File: config.mk
export PLATFORM = sky130hd
export DESIGN_NAME = cpt_timer
export DESIGN_NICKNAME = d
export VERILOG_FILES = /design/src/rtl/cpt_pkg.sv /design/src/rtl/cpt_timer.sv
export SDC_FILE = /design/constraint.sdc
export NUM_CORES = 1
export LEC_CHECK = 0
export ABC_AREA = 1
export BUFFER_PORTS_ARGS = -buffer_cell sky130_fd_sc_hd__buf_2
export CAP_MARGIN = 20
export CORE_UTILIZATION = 51
export DETAILED_ROUTE_END_ITERATION = 8
export MAX_ROUTING_LAYER = met4
export PLACE_DENSITY = 0.81
export SLEW_MARGIN = 5
export SYNTH_ARGS = -nofsm -noshare
export SYNTH_HDL_FRONTEND = slang
export SYNTH_SLANG_ARGS = --single-unit
File: constraint.sdc
create_clock -name CORE_CLK -period 2.8 [get_ports CORE_CLK]
set_clock_uncertainty 0.15 [all_clocks]
set_input_delay 0 -clock CORE_CLK [delete_from_list [all_inputs] [get_ports CORE_CLK]]
set_output_delay 0 -clock CORE_CLK [all_outputs]
set_load 0.01 [all_outputs]
File: src/rtl/cpt_pkg.sv
// constants for the compact 10-bit timer
package cpt_pkg;

   // register byte addresses
   localparam logic [7:0] ADDR_CTRL_A      = 8'h00;
   localparam logic [7:0] ADDR_CTRL_B      = 8'h04;
   localparam logic [7:0] ADDR_COUNT_LOW   = 8'h08;
   localparam logic [7:0] ADDR_COUNT_HIGH  = 8'h0C;
   localparam logic [7:0] ADDR_MATCH_LOW   = 8'h10;
   localparam logic [7:0] ADDR_MATCH_HIGH  = 8'h14;

   // timer_ctrl_a fields
   localparam int unsigned CA_PAUSE   = 7;
   localparam int unsigned CA_CKSEL   = 4;
   localparam int unsigned CA_ON      = 3;
   localparam int unsigned CA_CODE    = 0;

   // timer_ctrl_b fields
   localparam int unsigned CB_MODE    = 6;
   localparam int unsigned CB_PINF    = 4;
   localparam int unsigned CB_OIL     = 3;
   localparam int unsigned CB_INV     = 2;
   localparam int unsigned CB_SWAP    = 1;
   localparam int unsigned CB_CLRSEL  = 0;

   // reset values
   localparam logic [7:0] CTRL_A_RST  = 8'h00;
   localparam logic [7:0] CTRL_B_RST  = 8'h00;
   localparam logic [9:0] MATCH_A_RST = 10'h000;
   localparam logic [7:0] HOLD_RST    = 8'h00;

   // operating modes
   localparam logic [1:0] MODE_CMP    = 2'h0;
   localparam logic [1:0] MODE_PWM    = 2'h2;
   localparam logic [1:0] MODE_TMR    = 2'h3;

   // pin function codes
   localparam logic [1:0] PINF_00     = 2'h0;
   localparam logic [1:0] PINF_01     = 2'h1;
   localparam logic [1:0] PINF_10     = 2'h2;
   localparam logic [1:0] PINF_11     = 2'h3;

   // clock select codes
   localparam logic [2:0] CK_SYS_4    = 3'h0;
   localparam logic [2:0] CK_SYS      = 3'h1;
   localparam logic [2:0] CK_H_16     = 3'h2;
   localparam logic [2:0] CK_H_64     = 3'h3;
   localparam logic [2:0] CK_SUB_A    = 3'h4;
   localparam logic [2:0] CK_SUB_B    = 3'h5;

   // prescaler terminal masks
   localparam logic [5:0] DIV4_MASK   = 6'h03;
   localparam logic [5:0] DIV16_MASK  = 6'h0F;
   localparam logic [5:0] DIV64_MASK  = 6'h3F;

   localparam logic [9:0] COUNT_MAX   = 10'h3FF;
   localparam logic [2:0] CODE_ZERO   = 3'h0;

   // bus responses
   localparam logic [1:0] RESP_OKAY   = 2'h0;
   localparam logic [1:0] RESP_SLVERR = 2'h2;

endpackage

File: src/rtl/cpt_timer.sv
// compact 10-bit timer with axi4-lite register access
// Function
// - match-A low write goes to holding buffer; high write loads both bytes
// - high byte read returns directly and captures low byte into buffer
// - core is a 10-bit up-counter on the selected timer clock
// - comparator P checks counter bits 9..7; comparator A all ten bits
// - software alters counter only by clearing it via counter_on rise
// - counter clears on overflow or selected match, raising an interrupt
// - pause bit holds the count; counting resumes from held value
// - clock select picks sys/4, sys, high/16, high/64 or sub clock
// - counter_on low stops and keeps count; rising edge zeroes and starts
// - counter_on rise returns output to initial level in output modes
// - comparator P period is code times 128 clocks, code 0 gives 1024
// - coarse code zero lets the counter run to maximum and overflow
// - clear_select 0 makes a comparator P match clear the counter
// - mode field: 00 compare output, 10 pwm, 11 timer/counter
// - timer/counter mode leaves pin undefined; pin function ignored
// - compare mode A match: keep, drive low, drive high or toggle
// - pwm pin function: inactive, active, waveform; 11 undefined
// - match requesting the level already held leaves the pin unchanged
// - complementary pin always carries inverse of primary output
// - initial level bit sets pre-match level, or pwm active level
// - output_invert inverts primary pin except in timer/counter mode
// - clear_select 1 clears on A match instead; ignored in pwm
// - period_duty_swap chooses which comparator sets pwm period and duty
//
// Added by the designer: the AXI4-Lite slave port and the register offsets.
`timescale 1ns/1ps
`default_nettype none

module cpt_timer
(
   input  wire logic        CORE_CLK,
   input  wire logic        RSTN,
   input  wire logic        CLK_EN,
   input  wire logic        H_CLK_TICK,
   input  wire logic        SUB_CLK_TICK,
   input  wire logic [7:0]  S_AXI_AWADDR,
   input  wire logic        S_AXI_AWVALID,
   output var  logic        S_AXI_AWREADY,
   input  wire logic [31:0] S_AXI_WDATA,
   input  wire logic [3:0]  S_AXI_WSTRB,
   input  wire logic        S_AXI_WVALID,
   output var  logic        S_AXI_WREADY,
   output var  logic [1:0]  S_AXI_BRESP,
   output var  logic        S_AXI_BVALID,
   input  wire logic        S_AXI_BREADY,
   input  wire logic [7:0]  S_AXI_ARADDR,
   input  wire logic        S_AXI_ARVALID,
   output var  logic        S_AXI_ARREADY,
   output var  logic [31:0] S_AXI_RDATA,
   output var  logic [1:0]  S_AXI_RRESP,
   output var  logic        S_AXI_RVALID,
   input  wire logic        S_AXI_RREADY,
   output var  logic        TIMER_OUT,
   output var  logic        TIMER_OUT_N,
   output var  logic        CMP_A_IRQ,
   output var  logic        CMP_P_IRQ
);

   // reset synchroniser
   logic       rst_meta_n;
   logic       rstn_s;

   // registers and state
   logic [7:0] ctrl_a;
   logic [7:0] ctrl_b;
   logic [9:0] match_a;
   logic [7:0] hold_buf;
   logic [9:0] cnt;
   logic [5:0] psc;
   logic       on_prev;
   logic       out_q;

   // bus state
   logic       aw_held;
   logic       w_held;
   logic [7:0] aw_addr;
   logic [7:0] w_byte;
   logic       w_lane0;

   always_ff @(posedge CORE_CLK or negedge RSTN)
   begin
      if (!RSTN)
      begin
         rst_meta_n <= 1'b0;
         rstn_s     <= 1'b0;
      end
      else
      begin
         rst_meta_n <= 1'b1;
         rstn_s     <= rst_meta_n;
      end
   end

   // control fields
   wire logic       pause_bit            = ctrl_a[cpt_pkg::CA_PAUSE];
   wire logic [2:0] clock_select         = ctrl_a[cpt_pkg::CA_CKSEL +: 3];
   wire logic       counter_on           = ctrl_a[cpt_pkg::CA_ON];
   wire logic [2:0] coarse_compare_code  = ctrl_a[cpt_pkg::CA_CODE +: 3];
   wire logic [1:0] mode_field           = ctrl_b[cpt_pkg::CB_MODE +: 2];
   wire logic [1:0] pin_function         = ctrl_b[cpt_pkg::CB_PINF +: 2];
   wire logic       output_initial_level = ctrl_b[cpt_pkg::CB_OIL];
   wire logic       output_invert        = ctrl_b[cpt_pkg::CB_INV];
   wire logic       period_duty_swap     = ctrl_b[cpt_pkg::CB_SWAP];
   wire logic       clear_select         = ctrl_b[cpt_pkg::CB_CLRSEL];

   wire logic is_pwm = (mode_field == cpt_pkg::MODE_PWM);
   wire logic is_cmp = (mode_field == cpt_pkg::MODE_CMP);
   wire logic is_tmr = (mode_field == cpt_pkg::MODE_TMR);

   // write channel handshakes
   wire logic aw_hs = S_AXI_AWVALID && S_AXI_AWREADY;
   wire logic w_hs  = S_AXI_WVALID && S_AXI_WREADY;
   wire logic do_wr = aw_held && w_held && !S_AXI_BVALID;
   wire logic b_hs  = S_AXI_BVALID && S_AXI_BREADY;
   wire logic next_aw_held = do_wr ? 1'b0 : (aw_hs ? 1'b1 : aw_held);
   wire logic next_w_held  = do_wr ? 1'b0 : (w_hs ? 1'b1 : w_held);

   wire logic wr_ok   = do_wr && w_lane0;
   wire logic wr_ca   = wr_ok && (aw_addr == cpt_pkg::ADDR_CTRL_A);
   wire logic wr_cb   = wr_ok && (aw_addr == cpt_pkg::ADDR_CTRL_B);
   wire logic wr_mlo  = wr_ok && (aw_addr == cpt_pkg::ADDR_MATCH_LOW);
   wire logic wr_mhi  = wr_ok && (aw_addr == cpt_pkg::ADDR_MATCH_HIGH);
   wire logic wr_map  = (aw_addr == cpt_pkg::ADDR_CTRL_A)
                     || (aw_addr == cpt_pkg::ADDR_CTRL_B)
                     || (aw_addr == cpt_pkg::ADDR_COUNT_LOW)
                     || (aw_addr == cpt_pkg::ADDR_COUNT_HIGH)
                     || (aw_addr == cpt_pkg::ADDR_MATCH_LOW)
                     || (aw_addr == cpt_pkg::ADDR_MATCH_HIGH);

   // read channel
   wire logic rd_hs = S_AXI_ARVALID && S_AXI_ARREADY;
   wire logic r_hs  = S_AXI_RVALID && S_AXI_RREADY;
   wire logic next_rvalid = rd_hs ? 1'b1 : (r_hs ? 1'b0 : S_AXI_RVALID);
   wire logic rd_chi = rd_hs && (S_AXI_ARADDR == cpt_pkg::ADDR_COUNT_HIGH);
   wire logic rd_mhi = rd_hs && (S_AXI_ARADDR == cpt_pkg::ADDR_MATCH_HIGH);
   wire logic rd_map = (S_AXI_ARADDR == cpt_pkg::ADDR_CTRL_A)
                    || (S_AXI_ARADDR == cpt_pkg::ADDR_CTRL_B)
                    || (S_AXI_ARADDR == cpt_pkg::ADDR_COUNT_LOW)
                    || (S_AXI_ARADDR == cpt_pkg::ADDR_COUNT_HIGH)
                    || (S_AXI_ARADDR == cpt_pkg::ADDR_MATCH_LOW)
                    || (S_AXI_ARADDR == cpt_pkg::ADDR_MATCH_HIGH);
   wire logic [7:0] rd_byte =
        (S_AXI_ARADDR == cpt_pkg::ADDR_CTRL_A)     ? ctrl_a :
        (S_AXI_ARADDR == cpt_pkg::ADDR_CTRL_B)     ? ctrl_b :
        (S_AXI_ARADDR == cpt_pkg::ADDR_COUNT_HIGH) ? {6'h00, cnt[9:8]} :
        (S_AXI_ARADDR == cpt_pkg::ADDR_MATCH_HIGH) ? {6'h00, match_a[9:8]} :
        (S_AXI_ARADDR == cpt_pkg::ADDR_COUNT_LOW)  ? hold_buf :
        (S_AXI_ARADDR == cpt_pkg::ADDR_MATCH_LOW)  ? hold_buf :
        8'h00;

   // timer clock selection
   wire logic on_rise = counter_on && !on_prev;
   wire logic run     = counter_on && !pause_bit;
   wire logic h_src   = (clock_select == cpt_pkg::CK_H_16)
                     || (clock_select == cpt_pkg::CK_H_64);
   wire logic base    = h_src ? H_CLK_TICK : 1'b1;
   wire logic [5:0] div_mask =
        (clock_select == cpt_pkg::CK_H_64)  ? cpt_pkg::DIV64_MASK :
        (clock_select == cpt_pkg::CK_H_16)  ? cpt_pkg::DIV16_MASK :
        cpt_pkg::DIV4_MASK;
   wire logic div_tick = base && ((psc & div_mask) == div_mask);
   wire logic tick =
        (clock_select == cpt_pkg::CK_SYS)   ? 1'b1 :
        (clock_select == cpt_pkg::CK_SYS_4) ? div_tick :
        h_src                               ? div_tick :
        (clock_select == cpt_pkg::CK_SUB_A) ? SUB_CLK_TICK :
        (clock_select == cpt_pkg::CK_SUB_B) ? SUB_CLK_TICK :
        1'b0;
   wire logic step = run && tick && !on_rise;

   // comparators
   wire logic [9:0] cnt_inc = cnt + 10'h001;
   wire logic p_hit = (coarse_compare_code == cpt_pkg::CODE_ZERO)
                    ? (cnt == cpt_pkg::COUNT_MAX)
                    : ((cnt_inc[9:7] == coarse_compare_code)
                       && (cnt_inc[6:0] == 7'h00));
   wire logic a_hit = (match_a != 10'h000) && (cnt_inc == match_a);
   wire logic clr_on_a = is_pwm ? period_duty_swap : clear_select;
   wire logic clr_hit  = clr_on_a ? a_hit : p_hit;
   wire logic p_flag = step && p_hit && !(clear_select && !is_pwm);
   wire logic a_flag = step && a_hit;
   wire logic [9:0] next_cnt = clr_hit ? 10'h000 : cnt_inc;

   // pwm duty decision
   wire logic duty_on = period_duty_swap
                      ? (cnt[9:7] < coarse_compare_code)
                      : (cnt < match_a);
   wire logic inactive = !output_initial_level;

   // next raw output level
   logic next_out;
   always_comb
   begin
      next_out = out_q;
      if (on_rise && !is_tmr)
      begin
         next_out = output_initial_level;
      end
      else if (is_cmp && a_flag)
      begin
         case (pin_function)
            cpt_pkg::PINF_01: next_out = 1'b0;
            cpt_pkg::PINF_10: next_out = 1'b1;
            cpt_pkg::PINF_11: next_out = !out_q;
            default:          next_out = out_q;
         endcase
      end
      else if (is_pwm && counter_on)
      begin
         case (pin_function)
            cpt_pkg::PINF_00: next_out = inactive;
            cpt_pkg::PINF_01: next_out = output_initial_level;
            cpt_pkg::PINF_10:
               next_out = duty_on ? output_initial_level : inactive;
            default:          next_out = out_q;
         endcase
      end
   end

   // pin level: inversion ignored in timer/counter mode
   wire logic pin_level = out_q ^ (output_invert && !is_tmr);

   // bus write side
   always_ff @(posedge CORE_CLK or negedge rstn_s)
   begin
      if (!rstn_s)
      begin
         aw_held       <= 1'b0;
         w_held        <= 1'b0;
         aw_addr       <= 8'h00;
         w_byte        <= 8'h00;
         w_lane0       <= 1'b0;
         S_AXI_AWREADY <= 1'b0;
         S_AXI_WREADY  <= 1'b0;
         S_AXI_BVALID  <= 1'b0;
         S_AXI_BRESP   <= cpt_pkg::RESP_OKAY;
      end
      else if (CLK_EN)
      begin
         aw_held       <= next_aw_held;
         w_held        <= next_w_held;
         S_AXI_AWREADY <= !next_aw_held;
         S_AXI_WREADY  <= !next_w_held;
         if (aw_hs)
         begin
            aw_addr <= S_AXI_AWADDR;
         end
         if (w_hs)
         begin
            w_byte  <= S_AXI_WDATA[7:0];
            w_lane0 <= S_AXI_WSTRB[0];
         end
         if (do_wr)
         begin
            S_AXI_BVALID <= 1'b1;
            S_AXI_BRESP  <= wr_map ? cpt_pkg::RESP_OKAY
                                   : cpt_pkg::RESP_SLVERR;
         end
         else if (b_hs)
         begin
            S_AXI_BVALID <= 1'b0;
         end
      end
   end

   // bus read side
   always_ff @(posedge CORE_CLK or negedge rstn_s)
   begin
      if (!rstn_s)
      begin
         S_AXI_ARREADY <= 1'b0;
         S_AXI_RVALID  <= 1'b0;
         S_AXI_RDATA   <= 32'h0000_0000;
         S_AXI_RRESP   <= cpt_pkg::RESP_OKAY;
      end
      else if (CLK_EN)
      begin
         S_AXI_ARREADY <= !next_rvalid;
         S_AXI_RVALID  <= next_rvalid;
         if (rd_hs)
         begin
            S_AXI_RDATA <= {24'h00_0000, rd_byte};
            S_AXI_RRESP <= rd_map ? cpt_pkg::RESP_OKAY
                                  : cpt_pkg::RESP_SLVERR;
         end
      end
   end

   // software registers and shared holding buffer
   always_ff @(posedge CORE_CLK or negedge rstn_s)
   begin
      if (!rstn_s)
      begin
         ctrl_a   <= cpt_pkg::CTRL_A_RST;
         ctrl_b   <= cpt_pkg::CTRL_B_RST;
         match_a  <= cpt_pkg::MATCH_A_RST;
         hold_buf <= cpt_pkg::HOLD_RST;
      end
      else if (CLK_EN)
      begin
         if (wr_ca)
         begin
            ctrl_a <= w_byte;
         end
         if (wr_cb)
         begin
            ctrl_b <= w_byte;
         end
         if (wr_mhi)
         begin
            match_a <= {w_byte[1:0], hold_buf};
         end
         if (wr_mlo)
         begin
            hold_buf <= w_byte;
         end
         else if (rd_chi)
         begin
            hold_buf <= cnt[7:0];
         end
         else if (rd_mhi)
         begin
            hold_buf <= match_a[7:0];
         end
      end
   end

   // prescaler, counter and match pulses
   always_ff @(posedge CORE_CLK or negedge rstn_s)
   begin
      if (!rstn_s)
      begin
         psc       <= 6'h00;
         cnt       <= 10'h000;
         on_prev   <= 1'b0;
         CMP_A_IRQ <= 1'b0;
         CMP_P_IRQ <= 1'b0;
      end
      else if (CLK_EN)
      begin
         on_prev   <= counter_on;
         CMP_A_IRQ <= a_flag;
         CMP_P_IRQ <= p_flag;
         if (!counter_on)
         begin
            psc <= 6'h00;
         end
         else if (base && run)
         begin
            psc <= psc + 6'h01;
         end
         if (on_rise)
         begin
            cnt <= 10'h000;
         end
         else if (step)
         begin
            cnt <= next_cnt;
         end
      end
   end

   // output pins
   always_ff @(posedge CORE_CLK or negedge rstn_s)
   begin
      if (!rstn_s)
      begin
         out_q       <= 1'b0;
         TIMER_OUT   <= 1'b0;
         TIMER_OUT_N <= 1'b1;
      end
      else if (CLK_EN)
      begin
         out_q       <= next_out;
         TIMER_OUT   <= pin_level;
         TIMER_OUT_N <= !pin_level;
      end
   end

endmodule

`default_nettype wire

==> flow_summary.toml <==
[grt]
grt_pass1_wl_mm = 22.3
grt_overflow_total = 0
antenna_found_initial = 0
met1_usage_pct = 31.6
grt_max_degree = 47
grt.busiest_layer = "met2"
gr-usage-met3_pct = 4.51
first_global_vias = 4743
grt.met2_usage_pct = 44.2
grt_usage_pct = 26.2

[power_and_ir_drop]
finalPower_mw = 3.90
pwr_density_cell_nw_per_um2 = 602
ir_drop_mv = 0.536
p_leak_nw = 3.20

[detailed_routing]
dr.pass1.iters = 6
vias = 4945
drt_iter0_drc = 307
wl_mm = 13.3
drcViolationCount = 0
ant_nets = 0
routedWlPerCell_um = 13.8
vias_per_cell = 5.15

[critical_path]
path_max_fanout = 13
cp-startpoint = "CLK_EN"
crit_path_start_kind = "primary input"
worstPathRequired_ns = 2.90
timing.rr.start = "cnt[0]$_DFFE_PN0P_"
cp-end-kind = "flop"
crit_type = "primary input to flop"
cp_data_arrival_time_ns = 2.55

[status]
status = "completed"

[clocking]
cts.sinks = 92
hold_buffers = 45
h-tree-depth = 3
cts-resized-gates = 0
postCtsSetupRepairBufs = 0
clockRootBuffer = "clkbuf_8"
cts_buffers = 9
path_clk_slew_ns = 0.09
tritoncts = "built"
max-clock-path-buffers = 2
clock_latency_ns = 0.37

[yosys]
synthesis.area_um2 = 5480
yosys_warnings = 0
seq_area_frac_synth_pct = 42.0
synth_fa_ha_area_share_pct = 4.34
synthCells = 718
synthXorXnorAreaFrac_pct = 0.936
syn_avg_cell_area_um2 = 7.63
synth-seq-cells = 92
synth_top_family_by_area = "simple AND/OR/NAND/NOR gates"
yosys.area_share.simple_pct = 27.6
yosys_most_used_dff = "dfrtp_1"
synth_edf_count = 0
async_flop_share_pct = 100
synth_mux_area_share_pct = 0.411
ys_types = 44
synth_compound_gate_area_share_pct = 12.9

[finish]
diodes = 0
drive_above_1_share_pct = 14.7
syn2layout_area_growth_pct = 18.1
final_common_cell = "nand2_1"
layout_common_cells = "190 x nand2_1, 100 x inv_1, 90 x dfrtp_1, 81 x o21ai_0, 53 x buf_2"
finalNetCount = 901
nFillCells = 908

[die]
die_w_um = 106
core_um2 = 10400
initial_core_util_pct = 52.8
rows = 37
die_y_um = 106
num_io_pins = 107
die_area_um2 = 11200

[job]
cap_violations = 0

[sta]
maxSlewHeadroom_pct = 58.0
finalHoldViolations = 0
slew_viol_final = 0
grt_setup_unrepaired = "false"
finalSetupTns_ns = 0
finalSetupViolations = 0
worst_pin_slew_ns = 0.628
fmax_ghz = 0.409
fin_crit_ns = 2.45
finalCritPeriodShare_pct = 87.4

[place]
io_buffers = 53
place_congestion = 0.941
dp_hpwl_mm = 9.34

[min_path]
hp-start = "S_AXI_ARADDR[1]"
hold_class = "primary input to flop"
## sequential cells by signal, indices dropped and copies added, names as in the netlist, 6 cells and up
signal / cells
S_AXI_RDATA: 8
aw_addr: 8
cnt: 10
ctrl_a: 8
ctrl_b: 8
hold_buf: 8
match_a: 10
psc: 6
w_byte: 8
## critical path: stages
cell and delay (ns):
dlygate4sd3_1 0.53, buf_2 0.12, inv_1 0.34, nor3_1 0.08, buf_4 0.19, nand2_1 0.07, dlygate4sd3_1 0.54, o21ai_0 0.08
dlygate4sd3_1 0.57
## final cells by class
cell class                      instances  area, µm²  area share, %
Clock inverter                          4       30.0          0.464
Inverter                              103        387           5.98
Timing Repair Buffer                  105        781           12.1
Tap cell                              136        170           2.63
Clock buffer                           12        165           2.55
Sequential cell                        92       2310           35.7
Multi-Input combinational cell        509       2630           40.6
## stage by stage
| step | area, µm² | cells | hold WS [ns] | setup slack [ns] | utilization, % |
|---|---|---|---|---|---|
| 6_report | 6470 | 961 | 0.0680 | 0.354 | 62.4 |
| 3_3_place_gp | 5820 | 900 | -0.363 | 0.496 | 56.2 |
| 2_1_floorplan | 5570 | 743 | -0.446 | 0.777 | - |
| 5_1_grt | 6470 | 961 | 0.0997 | 0.209 | 62.4 |
| 4_1_cts | 6470 | 961 | 0.0448 | 0.409 | 62.4 |
| 3_5_place_dp | 5820 | 900 | -0.363 | 0.474 | 56.2 |
## final timing paths
check,end,slack [ns],depth (start not counted)
setup / recovery,aw_addr[4]$_DFFE_PN0P_,0.35,9
hold / removal,S_AXI_RDATA[6]$_DFFE_PN0P_,0.07,6
setup reg to reg,cnt[4]$_DFFE_PN0P_,0.40,12
hold reg to reg,match_a[1]$_DFFE_PN0P_,0.19,0
max in group asynchronous,match_a[8]$_DFFE_PN0P_,1.66,1
min in group asynchronous,match_a[1]$_DFFE_PN0P_,0.19,0
## kinds of logic after synthesis
logic type	after synthesis
buffers and inverters	142
adders and majority gates	19
and+or+nand+nor	331
DFF	92
AOI/OAI and AO/OA	125
xor gates and xnor gates	5
other	2
muxes	2
## where the power goes
| part | switching, mW | leakage [nW] | internal [mW] |
|---|---|---|---|
| Combinational | 0.728 | 1.91 | 0.443 |
| Clock | 0.486 | 0.0994 | 0.401 |
| Sequential | 0.217 | 1.20 | 1.62 |
| Total | 1.43 | 3.20 | 2.47 |
## synth_stat cells, types with 4 or more instances
cell type	count	area [µm²]
xor2_1	4	35.0
clkbuf_1	9	33.8
o21ai_0	81	405
nor3_1	9	45.0
nand3_1	35	175
dfrtp_1	91	2280
nand3_2	10	100
ha_1	19	238
a221oi_1	4	35.0
nor2_1	47	176
a21oi_1	15	75.1
buf_4	28	210
nand2_1	190	713
nand2_2	11	68.8
inv_1	100	375
o211ai_1	7	52.6
nor2_2	6	37.5
nand4_1	11	68.8
## per-layer routing
| layer | vias up | routed length, µm |
|---|---|---|
| met3 | 30 | 622 |
| met1 | 2316 | 5730 |
| met5 | - | 0 |
| met2 | 133 | 6620 |
| li1 | 2466 | - |
| met4 | 0 | 317 |
(Power assumes the default switching activity.)
